--- config.mk ---
export PLATFORM = sky130hd
export DESIGN_NAME = autoneg_ability_registers
export DESIGN_NICKNAME = d
export VERILOG_FILES = /design/src/logic/autoneg_pkg.sv /design/src/logic/autoneg_ability_registers.sv /design/src/logic/page_match_filter.sv
export VERILOG_INCLUDE_DIRS = /design/src /design/src/logic
export SDC_FILE = /design/constraint.sdc
export NUM_CORES = 1
export LEC_CHECK = 0
export ABC_AREA = 1
export BUFFER_PORTS_ARGS = -buffer_cell sky130_fd_sc_hd__buf_2
export CORE_ASPECT_RATIO = 0.8
export CORE_MARGIN = 3
export CORE_UTILIZATION = 54
export DETAILED_ROUTE_END_ITERATION = 8
export MAX_ROUTING_LAYER = met4
export PLACE_DENSITY = 0.85
export SYNTH_ARGS = -nofsm -noshare
export SYNTH_HDL_FRONTEND = slang
export SYNTH_SLANG_ARGS = --single-unit
--- constraint.sdc ---
create_clock -name clk -period 3 [get_ports clk]
set_input_delay 0.15 -clock clk [delete_from_list [all_inputs] [get_ports clk]]
set_output_delay 0.15 -clock clk [all_outputs]
set_load 0.02 [all_outputs]
--- src/logic/autoneg_defs.svh ---
// Register indices, field positions, reset values and counts of the ability register bank
`ifndef AUTONEG_DEFS_SVH
`define AUTONEG_DEFS_SVH

// ==========================================================
// Register indices (byte address is four times the index)
`define AN_IDX_BASIC_STATUS   8'h01
`define AN_IDX_ADVERTISE      8'h04
`define AN_IDX_PARTNER        8'h05
`define AN_IDX_CONFIG         8'h1C
`define AN_IDX_IRQ_STATUS     8'h1D
`define AN_IDX_IRQ_MASK       8'h1E

// ==========================================================
// Page field positions
`define AN_BIT_NEXT_PAGE      15
`define AN_BIT_ACK            14
`define AN_BIT_REMOTE_FAULT   13
`define AN_TECH_MSB           12
`define AN_TECH_LSB           5
`define AN_SEL_MSB            4
`define AN_SEL_LSB            0

// Technology field bit positions inside the eight-bit field
`define AN_TECH_PAUSE         5
`define AN_TECH_T4            4

// ==========================================================
// Configuration and status fields
`define AN_CFG_LEGACY         0
`define AN_CFG_AN_ENABLE      1
`define AN_BSR_REMOTE_FAULT   4
`define AN_IRQ_PAGE           0
`define AN_IRQ_REMOTE_FAULT   1
`define AN_IRQ_ACK            2
`define AN_IRQ_BITS           3

// ==========================================================
// Reset values
`define AN_TECH_RESET         8'h0F
`define AN_SEL_RESET          5'h01
`define AN_CFG_RESET          2'h2

// ==========================================================
// Identical pages needed before a received page is accepted
`define AN_MATCH_COUNT        3

`endif

--- src/logic/autoneg_pkg.sv ---
// Types shared by the ability register bank
package autoneg_pkg;

  // ==========================================================
  // One sixteen-bit base page as exchanged on the link
  typedef struct packed {
    logic       nextPage;
    logic       ack;
    logic       remoteFault;
    logic [7:0] tech;
    logic [4:0] selector;
  } anPage_s;

  // ==========================================================
  // APB slave phase
  typedef enum {
    APB_IDLE,
    APB_ANSWER
  } apbState_e;

endpackage

--- src/logic/autoneg_ability_registers.sv ---
// Auto-negotiation advertisement and link-partner ability registers with APB access
//
// Local design decision: the APB interface to the registers.
`timescale 1ns/1ps
`include "autoneg_defs.svh"

module autoneg_ability_registers #(
  parameter int MATCH_COUNT = `AN_MATCH_COUNT
) (
  // Clock and reset
  input  wire logic                 clk,
  input  wire logic                 reset,
  // APB slave
  input  wire logic                 psel,
  input  wire logic                 penable,
  input  wire logic                 pwrite,
  input  wire logic [31:0]          paddr,
  input  wire logic [31:0]          pwdata,
  output logic [31:0]               prdata,
  output logic                      pready,
  output logic                      pslverr,
  // Link side
  input  wire logic                 restartNeg,
  input  wire logic                 rxPageValid,
  input  wire autoneg_pkg::anPage_s rxPage,
  output autoneg_pkg::anPage_s      txPage,
  output logic                      nextPageEnable,
  output logic                      autonegEnable,
  // Interrupt
  output logic                      irq
);

  // ==========================================================
  // State
  autoneg_pkg::apbState_e  apbState_q;
  logic                    npStored_q;
  logic                    ack_q;
  logic                    remoteFault_q;
  logic [7:0]              tech_q;
  logic [4:0]              selector_q;
  autoneg_pkg::anPage_s    partner_q;
  logic [1:0]              config_q;
  logic [`AN_IRQ_BITS-1:0] irqStatus_q;
  logic [`AN_IRQ_BITS-1:0] irqMask_q;
  logic                    pageSeen_q;

  logic                    accValid;
  autoneg_pkg::anPage_s    accPage;
  logic                    legacyMode;
  logic                    npEffective;
  logic                    bsrRemoteFault;
  logic                    wrStrobe;
  logic                    rdStrobe;
  logic [`AN_IRQ_BITS-1:0] irqEvents;
  logic [15:0]             advWord;
  logic [15:0]             wdata16;
  logic [15:0]             rdWord;
  logic                    advWrite;
  logic                    cfgWrite;
  logic                    irqStWrite;
  logic                    irqMskWrite;
  logic                    irqPending;

  // ==========================================================
  // Address decode
  function automatic logic hitIndex(input logic [31:0] addr, input logic [7:0] idx);
    hitIndex = (addr == {22'h0, idx, 2'h0});
  endfunction

  function automatic logic mapped(input logic [31:0] addr);
    mapped = hitIndex(addr, `AN_IDX_BASIC_STATUS) || hitIndex(addr, `AN_IDX_ADVERTISE)
             || hitIndex(addr, `AN_IDX_PARTNER) || hitIndex(addr, `AN_IDX_CONFIG)
             || hitIndex(addr, `AN_IDX_IRQ_STATUS) || hitIndex(addr, `AN_IDX_IRQ_MASK);
  endfunction

  function automatic logic [15:0] packPage(input autoneg_pkg::anPage_s pg);
    packPage = {pg.nextPage, pg.ack, pg.remoteFault, pg.tech, pg.selector};
  endfunction

  // The T4 technology is unsupported, so a written one is dropped
  function automatic logic [7:0] techMask(input logic [7:0] t);
    techMask              = t;
    techMask[`AN_TECH_T4] = 1'b0;
  endfunction

  // ==========================================================
  // Derived values
  assign legacyMode     = config_q[`AN_CFG_LEGACY];
  assign npEffective    = npStored_q && !legacyMode;
  assign bsrRemoteFault = partner_q.remoteFault && config_q[`AN_CFG_AN_ENABLE];
  assign wdata16        = pwdata[15:0];
  // A write lands only on the edge that the master sees pready
  assign wrStrobe       = psel && penable && pwrite && pready;
  assign rdStrobe       = psel && penable && !pwrite && apbState_q == autoneg_pkg::APB_IDLE;
  assign advWord        = {npEffective, ack_q, remoteFault_q, tech_q, selector_q};
  assign advWrite       = wrStrobe && hitIndex(paddr, `AN_IDX_ADVERTISE);
  assign cfgWrite       = wrStrobe && hitIndex(paddr, `AN_IDX_CONFIG);
  assign irqStWrite     = wrStrobe && hitIndex(paddr, `AN_IDX_IRQ_STATUS);
  assign irqMskWrite    = wrStrobe && hitIndex(paddr, `AN_IDX_IRQ_MASK);
  assign irqPending     = |(irqStatus_q & irqMask_q);

  // ==========================================================
  // Received page consistency check
  page_match_filter #(
    .MATCH_COUNT (MATCH_COUNT)
  ) u_match (
    .clk      (clk),
    .reset    (reset),
    .restart  (restartNeg),
    .rxValid  (rxPageValid),
    .rxPage   (rxPage),
    .accValid (accValid),
    .accPage  (accPage)
  );

  // ==========================================================
  // APB phase: one wait state, then pready for one cycle
  always_ff @(posedge clk) begin
    if (reset) begin
      apbState_q <= autoneg_pkg::APB_IDLE;
      pready     <= 1'b0;
      pslverr    <= 1'b0;
    end else begin
      case (apbState_q)
        autoneg_pkg::APB_IDLE: begin
          if (psel && penable) begin
            apbState_q <= autoneg_pkg::APB_ANSWER;
            pready     <= 1'b1;
            pslverr    <= !mapped(paddr);
          end
        end
        autoneg_pkg::APB_ANSWER: begin
          apbState_q <= autoneg_pkg::APB_IDLE;
          pready     <= 1'b0;
          pslverr    <= 1'b0;
        end
        default: begin
          apbState_q <= autoneg_pkg::APB_IDLE;
          pready     <= 1'b0;
          pslverr    <= 1'b0;
        end
      endcase
    end
  end

  // ==========================================================
  // Read multiplexer; unmapped offsets read as zero
  always_comb begin
    rdWord = 16'h0000;
    if (hitIndex(paddr, `AN_IDX_BASIC_STATUS)) begin
      rdWord[`AN_BSR_REMOTE_FAULT] = bsrRemoteFault;
    end
    if (hitIndex(paddr, `AN_IDX_ADVERTISE)) begin
      rdWord = advWord;
    end
    if (hitIndex(paddr, `AN_IDX_PARTNER)) begin
      rdWord = packPage(partner_q);
    end
    if (hitIndex(paddr, `AN_IDX_CONFIG)) begin
      rdWord[1:0] = config_q;
    end
    if (hitIndex(paddr, `AN_IDX_IRQ_STATUS)) begin
      rdWord[`AN_IRQ_BITS-1:0] = irqStatus_q;
    end
    if (hitIndex(paddr, `AN_IDX_IRQ_MASK)) begin
      rdWord[`AN_IRQ_BITS-1:0] = irqMask_q;
    end
  end

  // ==========================================================
  // Read data, captured together with pready
  // The word stands only with pready, so no stale value lingers after the answer
  always_ff @(posedge clk) begin
    if (reset) begin
      prdata <= 32'h00000000;
    end else if (rdStrobe) begin
      prdata <= {16'h0000, rdWord};
    end else begin
      prdata <= 32'h00000000;
    end
  end

  // ==========================================================
  // Advertisement register writes
  // Legacy mode freezes the stored next-page bit rather than clearing it
  always_ff @(posedge clk) begin
    if (reset) begin
      npStored_q <= 1'b0;
    end else if (advWrite && !legacyMode) begin
      npStored_q <= wdata16[`AN_BIT_NEXT_PAGE];
    end
  end

  always_ff @(posedge clk) begin
    if (reset) begin
      remoteFault_q <= 1'b0;
    end else if (advWrite) begin
      remoteFault_q <= wdata16[`AN_BIT_REMOTE_FAULT];
    end
  end

  always_ff @(posedge clk) begin
    if (reset) begin
      tech_q <= `AN_TECH_RESET;
    end else if (advWrite) begin
      tech_q <= techMask(wdata16[`AN_TECH_MSB:`AN_TECH_LSB]);
    end
  end

  always_ff @(posedge clk) begin
    if (reset) begin
      selector_q <= `AN_SEL_RESET;
    end else if (advWrite) begin
      selector_q <= wdata16[`AN_SEL_MSB:`AN_SEL_LSB];
    end
  end

  // ==========================================================
  // Local acknowledge: set when the partner page proves consistent
  always_ff @(posedge clk) begin
    if (reset || restartNeg) begin
      ack_q <= 1'b0;
    end else if (accValid) begin
      ack_q <= 1'b1;
    end
  end

  // ==========================================================
  // Partner register, loaded only from an accepted page
  always_ff @(posedge clk) begin
    if (reset || restartNeg) begin
      partner_q <= '0;
    end else if (accValid) begin
      partner_q <= accPage;
    end
  end

  // ==========================================================
  // Configuration register
  always_ff @(posedge clk) begin
    if (reset) begin
      config_q <= `AN_CFG_RESET;
    end else if (cfgWrite) begin
      config_q <= wdata16[1:0];
    end
  end

  // ==========================================================
  // Interrupt events
  // Remote fault raises an event on its rising edge only
  always_ff @(posedge clk) begin
    if (reset) begin
      pageSeen_q <= 1'b0;
    end else begin
      pageSeen_q <= bsrRemoteFault;
    end
  end

  always_comb begin
    irqEvents = '0;
    irqEvents[`AN_IRQ_PAGE]         = accValid;
    irqEvents[`AN_IRQ_REMOTE_FAULT] = bsrRemoteFault && !pageSeen_q;
    irqEvents[`AN_IRQ_ACK]          = accValid && accPage.ack;
  end

  // ==========================================================
  // Interrupt status, sticky, write one to clear
  // Set beats the write-one clear in the same cycle
  always_ff @(posedge clk) begin
    if (reset) begin
      irqStatus_q <= '0;
    end else begin
      if (irqStWrite) begin
        irqStatus_q <= (irqStatus_q & ~wdata16[`AN_IRQ_BITS-1:0]) | irqEvents;
      end else begin
        irqStatus_q <= irqStatus_q | irqEvents;
      end
    end
  end

  // ==========================================================
  // Interrupt mask and level output
  always_ff @(posedge clk) begin
    if (reset) begin
      irqMask_q <= '0;
    end else if (irqMskWrite) begin
      irqMask_q <= wdata16[`AN_IRQ_BITS-1:0];
    end
  end

  always_ff @(posedge clk) begin
    if (reset) begin
      irq <= 1'b0;
    end else begin
      irq <= irqPending;
    end
  end

  // ==========================================================
  // Link outputs, registered copies of the advertisement and of the configuration enable bit
  always_ff @(posedge clk) begin
    if (reset) begin
      txPage <= '0;
    end else begin
      txPage.nextPage    <= npEffective;
      txPage.ack         <= ack_q;
      txPage.remoteFault <= remoteFault_q;
      txPage.tech        <= tech_q;
      txPage.selector    <= selector_q;
    end
  end

  always_ff @(posedge clk) begin
    if (reset) begin
      nextPageEnable <= 1'b0;
    end else begin
      nextPageEnable <= npEffective;
    end
  end

  always_ff @(posedge clk) begin
    if (reset) begin
      autonegEnable <= 1'b0;
    end else begin
      autonegEnable <= config_q[`AN_CFG_AN_ENABLE];
    end
  end

endmodule

--- src/logic/page_match_filter.sv ---
// Accepts a received page only after it arrives unchanged several times in a row
`timescale 1ns/1ps
`include "autoneg_defs.svh"

module page_match_filter #(
  parameter int MATCH_COUNT = `AN_MATCH_COUNT
) (
  // Clock and reset
  input  wire logic              clk,
  input  wire logic              reset,
  // Restart clears the history
  input  wire logic              restart,
  // Raw pages from the link
  input  wire logic              rxValid,
  input  wire autoneg_pkg::anPage_s rxPage,
  // Accepted page
  output logic                   accValid,
  output autoneg_pkg::anPage_s   accPage
);

  localparam int CW = $clog2(MATCH_COUNT + 1);

  autoneg_pkg::anPage_s lastPage_q;
  logic [CW-1:0]        count_q;
  logic                 done_q;

  // ==========================================================
  // Consistency tracking
  // A mismatch restarts the count, so a noisy page never lands
  always_ff @(posedge clk) begin
    if (reset || restart) begin
      lastPage_q <= '0;
      count_q    <= '0;
      done_q     <= 1'b0;
    end else if (rxValid) begin
      lastPage_q <= rxPage;
      if (count_q != '0 && rxPage == lastPage_q) begin
        if (count_q != CW'(MATCH_COUNT)) begin
          count_q <= count_q + CW'(1);
        end
      end else begin
        count_q <= CW'(1);
        done_q  <= 1'b0;
      end
      if (count_q == CW'(MATCH_COUNT - 1) && rxPage == lastPage_q) begin
        done_q <= 1'b1;
      end
    end
  end

  // ==========================================================
  // Acceptance pulse, once per run of identical pages
  always_ff @(posedge clk) begin
    if (reset || restart) begin
      accValid <= 1'b0;
      accPage  <= '0;
    end else begin
      accValid <= rxValid && !done_q && rxPage == lastPage_q
                  && count_q == CW'(MATCH_COUNT - 1);
      if (rxValid) begin
        accPage <= rxPage;
      end
    end
  end

endmodule

Yosys cells after proc, flatten, opt, wreduce, memory -nomap -nowiden. Index checks and enable logic that the tools add are counted. W data, S select, Z words.

Add/sub/neg operators: 1. Equality and inequality tests: 11. Muxes and demuxes: 11. Bitwise gates (word level): 7. Reduce and logical (&&, ||, !) cells: 38.

Operator list (count): $eq A32 B7 Y1 const B (3); $eq A32 B5 Y1 const B (2); $logic_not A32 Y1 (2); $eq A32 B3 Y1 const B (1); $mux W16 (2); $logic_and A1 B1 Y1 (19); $eq A16 B16 Y1 (1); $mux W3 (3); $and A3 B3 Y3 (2); $logic_or A1 B1 Y1 (6); $mux W2 (3); $ne A2 B2 Y1 const B (3); $or A3 B3 Y3 (2); $logic_not A1 Y1 (5); $reduce_and A2 Y1 (2); $reduce_or A2 Y1 (2); $mux W1 (3); $not A3 Y3 (1); $reduce_or A3 Y1 (1); $add A2 B1 Y2 const B (1); $eq A2 B2 Y1 const B (1); $not A1 Y1 (2); $reduce_bool A2 Y1 (1).

Register bits after elaboration: 111. Input bits: 87. Output and inout bits: 53.

Logic depth before layout (Yosys ltp). Gate-level depths: netlist of the first run.

Depth after elaboration: 7. Gate-level depth with buffers: 11.

By module. A second synthesis of the first run with hierarchy kept.

Cell total of the unflattened synthesis: 597. Area, all modules: 4304.1 µm².

By module, submodules not included: autoneg_ability_registers (instances 1, cells an instance 422, area each 3226.8 µm², seq. area each 1501.4 µm²); page_match_filter (instances 1, cells an instance 175, area each 1077.3 µm², seq. area each 400.4 µm²).

Worst setup path before layout of the first run. No wires, ideal clock.

Kind: register to register. Start: register, netlist name apbState_q[0]. End: register irqStatus_q[1]. Library setup time: 0.128 ns. Arrival time: 1.367 ns. Data required time: 2.872 ns. Slack: 1.505 ns. Cell stages (with the launch flop): 8. Buffers on the path: 0. Period minus slack after synthesis: 1.495 ns. Cell sequence: dfxtp_1 > inv_1 > nor3_2 > inv_1 > nor2_2 > nand2_1 > a21oi_1 > nor2_1.

RTL lines: end signal: assignment (RTL line autoneg_ability_registers.sv:274) `` irqStatus_q <= (irqStatus_q & ~wdata16[`AN_IRQ_BITS-1:0]) | irqEvents; ``; end signal: assignment (RTL line autoneg_ability_registers.sv:276) `irqStatus_q <= irqStatus_q | irqEvents;`; end: declaration (RTL line autoneg_ability_registers.sv:43) `` logic [`AN_IRQ_BITS-1:0] irqStatus_q; ``.

==> results of run 1 <==
==> cell usage after synthesis, drive strengths merged <==
cell	n	area [µm²]
o211ai	6	45.04
xnor2	15	131.4
a31oi	1	6.260
nand3b	2	15.01
o22ai	1	6.260
clkinv	2	7.510
dfxtp	95	1902
o221ai	1	8.760
nor2	58	271.5
ha	3	37.54
buf	22	173.9
nor3b	1	7.510
a21oi	66	352.8
nor3	8	55.05
nand3	10	50.05
inv	60	225.2
conb	1	3.750
nand2	120	483.0
clkbuf	13	48.80
o21ai	31	155.1
or2	1	6.260
nand4	7	43.79
==> critical path, delay by kind of cell (launching register included) <==
kind / cells / cell delay, ns
buffers and inverters: 2 / 0.25
AO/OA/AOI/OAI: 1 / 0.12
flip-flops: 1 / 0.36
AND/OR/NAND/NOR: 3 / 0.87
==> layer usage <==
| layer | vias up | GRT usage |
|---|---|---|
| met1 | 1623 | 0.3109 |
| met3 | 17 | 0.05793 |
| li1 | 1829 | - |
| met4 | 0 | 0.05840 |
| met5 | - | - |
| met2 | 136 | 0.3681 |
==> how the worst max path moves through the flow <==
stage / from / to / slack, ns / cells after the start
2_1_floorplan: apbState_q[0]$_SDFFE_PP0N_ / irqStatus_q[1]$_SDFF_PP0_ / 1.51 / 7
3_3_place_gp: reset / prdata[2]$_SDFF_PP0_ / 1.39 / 8
3_5_place_dp: reset / prdata[2]$_SDFF_PP0_ / 1.33 / 8
4_1_cts: apbState_q[0]$_SDFFE_PP0N_ / tech_q[1]$_SDFFE_PP1P_ / 1.34 / 6
5_1_grt: apbState_q[0]$_SDFFE_PP0N_ / tech_q[1]$_SDFFE_PP1P_ / 1.17 / 6
6_report: apbState_q[0]$_SDFFE_PP0N_ / tech_q[1]$_SDFFE_PP1P_ / 1.33 / 6
==> cell families (layout without fill, tap and decap cells) <==
kind of cell               count (synthesis)  count (layout)
DFF                                       95              95
and+or+nand+nor                          207             207
adders and majority gates                  3               3
buffers and inverters                     97             187
xor gates and xnor gates                  15              15
AOI/OAI and AO/OA                        106             106
other                                      1              17
==> where the power goes <==
| group | internal [mW] | leakage, nW | total [mW] | switching (mW) |
|---|---|---|---|---|
| combinational | 0.0679 | 1.25 | 0.178 | 0.110 |
| clock | 0.478 | 0.110 | 0.935 | 0.457 |
| sequential | 1.27 | 0.770 | 1.28 | 0.00944 |
| total | 1.82 | 2.13 | 2.40 | 0.576 |
==> registers in the layout, indices dropped and copies added, names as in the netlist, 2 cells and up <==
signal           cells
partner_q           16
prdata              16
u_match.accPage     16
txPage              14
tech_q               7
selector_q           5
irqMask_q            3
irqStatus_q          3
config_q             2
u_match.count_q      2
==> cell type report <==
class,count,area [µm²],share of cell area
tap,87,108.9,0.02281
sequential,95,1902,0.3985
clock buffer,9,123.9,0.02596
timing repair buffer,109,563.0,0.1180
multi-input combinational,348,1739,0.3644
inverter,62,232.7,0.04877
clock inverter,7,102.6,0.02150
==> repair_timing <==
action | in CTS | in global routing
buffers inserted | 0 | 0
hold endpoints to repair | 2 | 0
hold buffers | 2 | 0
==> impl_metrics.tcl, run 1 <==
set metrics [dict create \
    outcome "finished clean" \
    worstPathMaxFanout 10 \
    synthSimpleGateAreaFrac 0.2309 \
    fin_tns_setup_ns 0 \
    critPathRequiredTime_ns 3.28 \
    crit_path_start_kind "flop" \
    fp.dieH_um 83.33 \
    final_common_cell "nand2_1" \
    fillers 576 \
    synth_compound_area_frac 0.1423 \
    netlist_instances 524 \
    fin_hold_ws_ns 0.04620 \
    ys_seq_area_frac 0.4712 \
    drv_slew 0 \
    dp_cells 699 \
    syn_to_final_growth_pct 18.23 \
    drive_gt1_frac 0.2413 \
    wl_met3_um 707 \
    insertion_delay_ns 0.36 \
    slowest_delay_ns 0.46 \
    synth_warnings 0 \
    cts_buffers 9 \
    path_common_cell "inv_1" \
    synth_fa_ha_area_frac 0.009299 \
    clockBufferDepth 2 \
    setup_ws_ns 1.329 \
    htree_levels 3 \
    maxSlewHeadroom 0.5751 \
    peakVddDrop_mv 0.2895 \
    endpoint_kind "flop" \
    r2r_slack_ns 1.33 \
    hpwl_um 7107 \
    layout.nets 715 \
    num_rows 27 \
    finalPower_mw 2.395 \
    track_usage 0.2371 \
    critPathSlowestCell "nor3_2" \
    crit_chain "inv_1 > nor3_2 > inv_1 > nor2_4 > nand2_1 > o211ai_1" \
    rsz0062_at_grt "false" \
    skew_ns 0.008403 \
    drc 0 \
    ctsRootBufferMaster "clkbuf_8" \
    reg2reg_from "apbState_q[0]$_SDFFE_PP0N_" \
    fmax_mhz 598.5 \
    arrival_ns 1.95 \
    max-cap-violations 0 \
    hp-class "primary input to flop" \
    power_density_nw_per_um2 502.0 \
    highest_layer "met4" \
    yosys.cell_types.count 33 \
    p_leak_nw 2.131 \
    portBuffers 104 \
    grt_pass1_wl_um 15790 \
    first_global_vias 3365 \
    reg2reg_depth 6 \
    grt-ovfl-total 0 \
    fp.dieW_um 102.7 \
    antenna_found_initial 0 \
    cts_tree "done" \
    drt_iter0_markers 208 \
    finalInstanceArea_um2 4772 \
    min_from "rxPage[0]" \
    post_cts_resized 0 \
    core_um2 7061 \
    tightest_slew_ns 0.6367 \
    start_util 0.5717 \
    hold_viol_final 0 \
    ys_ff_latch 95 \
    wl_met1_um 4022 \
    layout_common_cells "nand2_1, buf_2, dfxtp_1" \
    syn_area_um2 4036 \
    hold_end "u_match.accPage[0]$_SDFFE_PP0P_" \
    finalWirelength_um 9415 \
    worstHoldPathCells 3 \
    cts.sinks 95 \
    vias 3605 \
    stdcell_count 717 \
    synth_top_family_by_area "simple AND/OR/NAND/NOR gates" \
    clkTransAtPathRegs_ns 0.10 \
    die_area_um2 8555 \
    pin_count 140 \
    yosys.area_share.xor_xnor 0.03255 \
    fin_crit_ns 1.671 \
    drt.antenna.violating_nets 0 \
    post-route-period-util 0.5570 \
    avgSynthCellArea_um2 7.703 \
    synthMuxAreaShare 0 \
    vias_per_cell 5.028 \
    reg2reg_to "tech_q[1]$_SDFFE_PP1P_" \
    path_class "flop to flop" \
    diodes 0 \
    grt_max_degree 23 \
    wl_per_cell_um 13.13 \
    setup_viol 0 \
    dp_slack_ns 1.331 \
    post_dp_cell_area_um2 4526 \
    gp_congestion 0.9160 \
    dr.pass1.iters 4 \
    final_util 0.6759 \
    wl_met2_um 4538 \
]
Note: power is estimated with default switching activity, not from simulation.
==> inputs of run 2 (changes only) <==
- CORE_UTILIZATION: 54 -> 45
- PLACE_DENSITY: 0.85 -> 0.76
- clock period: 3 -> 1.4 ns (I/O delays scaled with it)
==> run 2 against run 1 <==
Net effect: non-clock buffer count rose by 43; combinational power rose to 2.8 times the previous value; critical endpoint is now u_match.count_q[1]$_SDFFE_PP0P_; worst hold slack got worse by 0.039 ns; wire length increased by 8.1%; largest cell class unchanged; final area increased by 10%; largest power group unchanged; sequential share of layout area fell by 3.5 points; total power rose by 110%; first-iteration DRC count down 9.6%; highest routed layer unchanged; clock skew increased by 0.0025 ns; clock-buffer cell count up 3; critical path depth is 1 higher; sequential cell count unchanged.
==> impl_metrics.tcl, run 2 (synthesis gave the netlist of run 1 again) <==
set metrics [dict create \
    path_common_cell "nand2_1" \
    first_global_vias 3558 \
    finalWirelength_um 10180 \
    syn_to_final_growth_pct 30.56 \
    cts_buffers 9 \
    cp_top_family "simple AND/OR/NAND/NOR gates" \
    layout.nets 758 \
    drt_iter0_markers 188 \
    endpoint_kind "flop" \
    post-route-period-util 0.9793 \
    dp_cells 746 \
    wl_per_cell_um 12.97 \
    grt_max_degree 27 \
    grt-ovfl-total 0 \
    hpwl_um 7384 \
    final_common_cell "nand2_1" \
    post_dp_cell_area_um2 4730 \
    ctsRootBufferMaster "clkbuf_8" \
    critPathSlowestCell "dfxtp_4" \
    p_leak_nw 2.376 \
    cts_tree "done" \
    drive_gt1_frac 0.2868 \
    finalInstanceArea_um2 5270 \
    dp_slack_ns -0.05130 \
    peakVddDrop_mv 0.5996 \
    worstPathMaxFanout 3 \
    track_usage 0.2082 \
    cts.sinks 95 \
    stdcell_count 785 \
    pin_count 140 \
    vias 3735 \
    portBuffers 104 \
    core_um2 8596 \
    skew_ns 0.01091 \
    fmax_mhz 729.4 \
    slowest_delay_ns 0.36 \
    layout_common_cells "nand2_1, buf_2, dfxtp_1" \
    fp.dieH_um 90.71 \
    die_area_um2 10150 \
    hold_viol_final 0 \
    drc 0 \
    fp.dieW_um 111.9 \
    htree_levels 3 \
    diodes 0 \
    arrival_ns 1.68 \
    dr.pass1.iters 5 \
    crit_chain "xnor2_2 > nand4_1 > nor2_1 > nand2_1 > o21ai_2 > nand2_1 > a21oi_2" \
    fin_crit_ns 1.371 \
    vias_per_cell 4.758 \
    final_util 0.6131 \
    hp-class "primary input to flop" \
    clkTransAtPathRegs_ns 0.09 \
    max-cap-violations 0 \
    outcome "finished clean" \
    grt_pass1_wl_um 16550 \
    reg_top3 "partner_q: 16 flops, prdata: 16 flops, u_match.accPage: 16 flops" \
    power_density_nw_per_um2 938.0 \
    critPathBufInv 0 \
    clockBufferDepth 2 \
    fillers 744 \
    fin_hold_ws_ns 0.006736 \
    num_rows 30 \
    r2r_slack_ns 0.03 \
    drt.antenna.violating_nets 0 \
    path_class "flop to flop" \
    setup_viol 0 \
    antenna_found_initial 0 \
    setup_ws_ns 0.02904 \
    rsz0062_at_grt "true" \
    drv_slew 0 \
    critPathRequiredTime_ns 1.71 \
    crit_path_start_kind "flop" \
    gp_congestion 0.8841 \
    cts_setup_buffers 0 \
    insertion_delay_ns 0.38 \
    start_util 0.4696 \
]
-- run 2: worst reg2reg max path, delay by kind of cell (launching register included) --
family | cells | cell delay (ns)
AO/OA/AOI/OAI | 2 | 0.32
XOR/XNOR | 1 | 0.14
flip-flops | 1 | 0.36
AND/OR/NAND/NOR | 4 | 0.49
-- run 2: layout make-up --
cell class | instances | area (µm²) | share of cell area
flip-flops and latches | 95 | 1914 | 0.3632
multi-input cells | 348 | 1833 | 0.3478
repair buffers | 152 | 964.7 | 0.1830
inverters | 62 | 232.7 | 0.04416
clock buffers | 12 | 155.1 | 0.02944
well taps | 112 | 140.1 | 0.02659
clock inverters | 4 | 30.03 | 0.005698
-- run 2: path summary, 6_finish.rpt --
path / start / endpoint / cells past startpoint
min reg2reg: u_match.done_q$_SDFFE_PP0P_ / u_match.accValid$_SDFF_PP0_ / 1
min: pwdata[12] / tech_q[7]$_SDFFE_PP0P_ / 3
max reg2reg: u_match.accPage[6]$_SDFFE_PP0P_ / u_match.count_q[1]$_SDFFE_PP0P_ / 7
max: u_match.accPage[6]$_SDFFE_PP0P_ / u_match.count_q[1]$_SDFFE_PP0P_ / 7
-- run 2: repair_timing --
action / in CTS / in global routing
setup endpoints to repair: 1 / 20
hold buffers: 27 / 0
gates resized for setup: 1 / 28
pin swaps: 0 / 11
hold endpoints to repair: 28 / 0
-- run 2: stage by stage --
step	power [mW]	setup TNS, ns
after floorplan	3.061	0
after global placement	3.206	-0.08706
after detailed placement	3.219	-0.3510
after CTS	4.953	0
after global routing	5.130	-0.2696
final	4.943	0
-- run 2: layer usage --
| metal | wire, µm | track usage |
|---|---|---|
| met4 | 157 | 0.06788 |
| met2 | 4889 | 0.3229 |
| met3 | 659 | 0.05090 |
| met1 | 4474 | 0.2679 |
| met5 | 0 | - |
-- run 2: power by group --
group / internal [mW] / switching (mW)
Sequential: 2.73 / 0.0187
Clock: 0.747 / 0.956
Combinational: 0.227 / 0.265
Total: 3.70 / 1.24
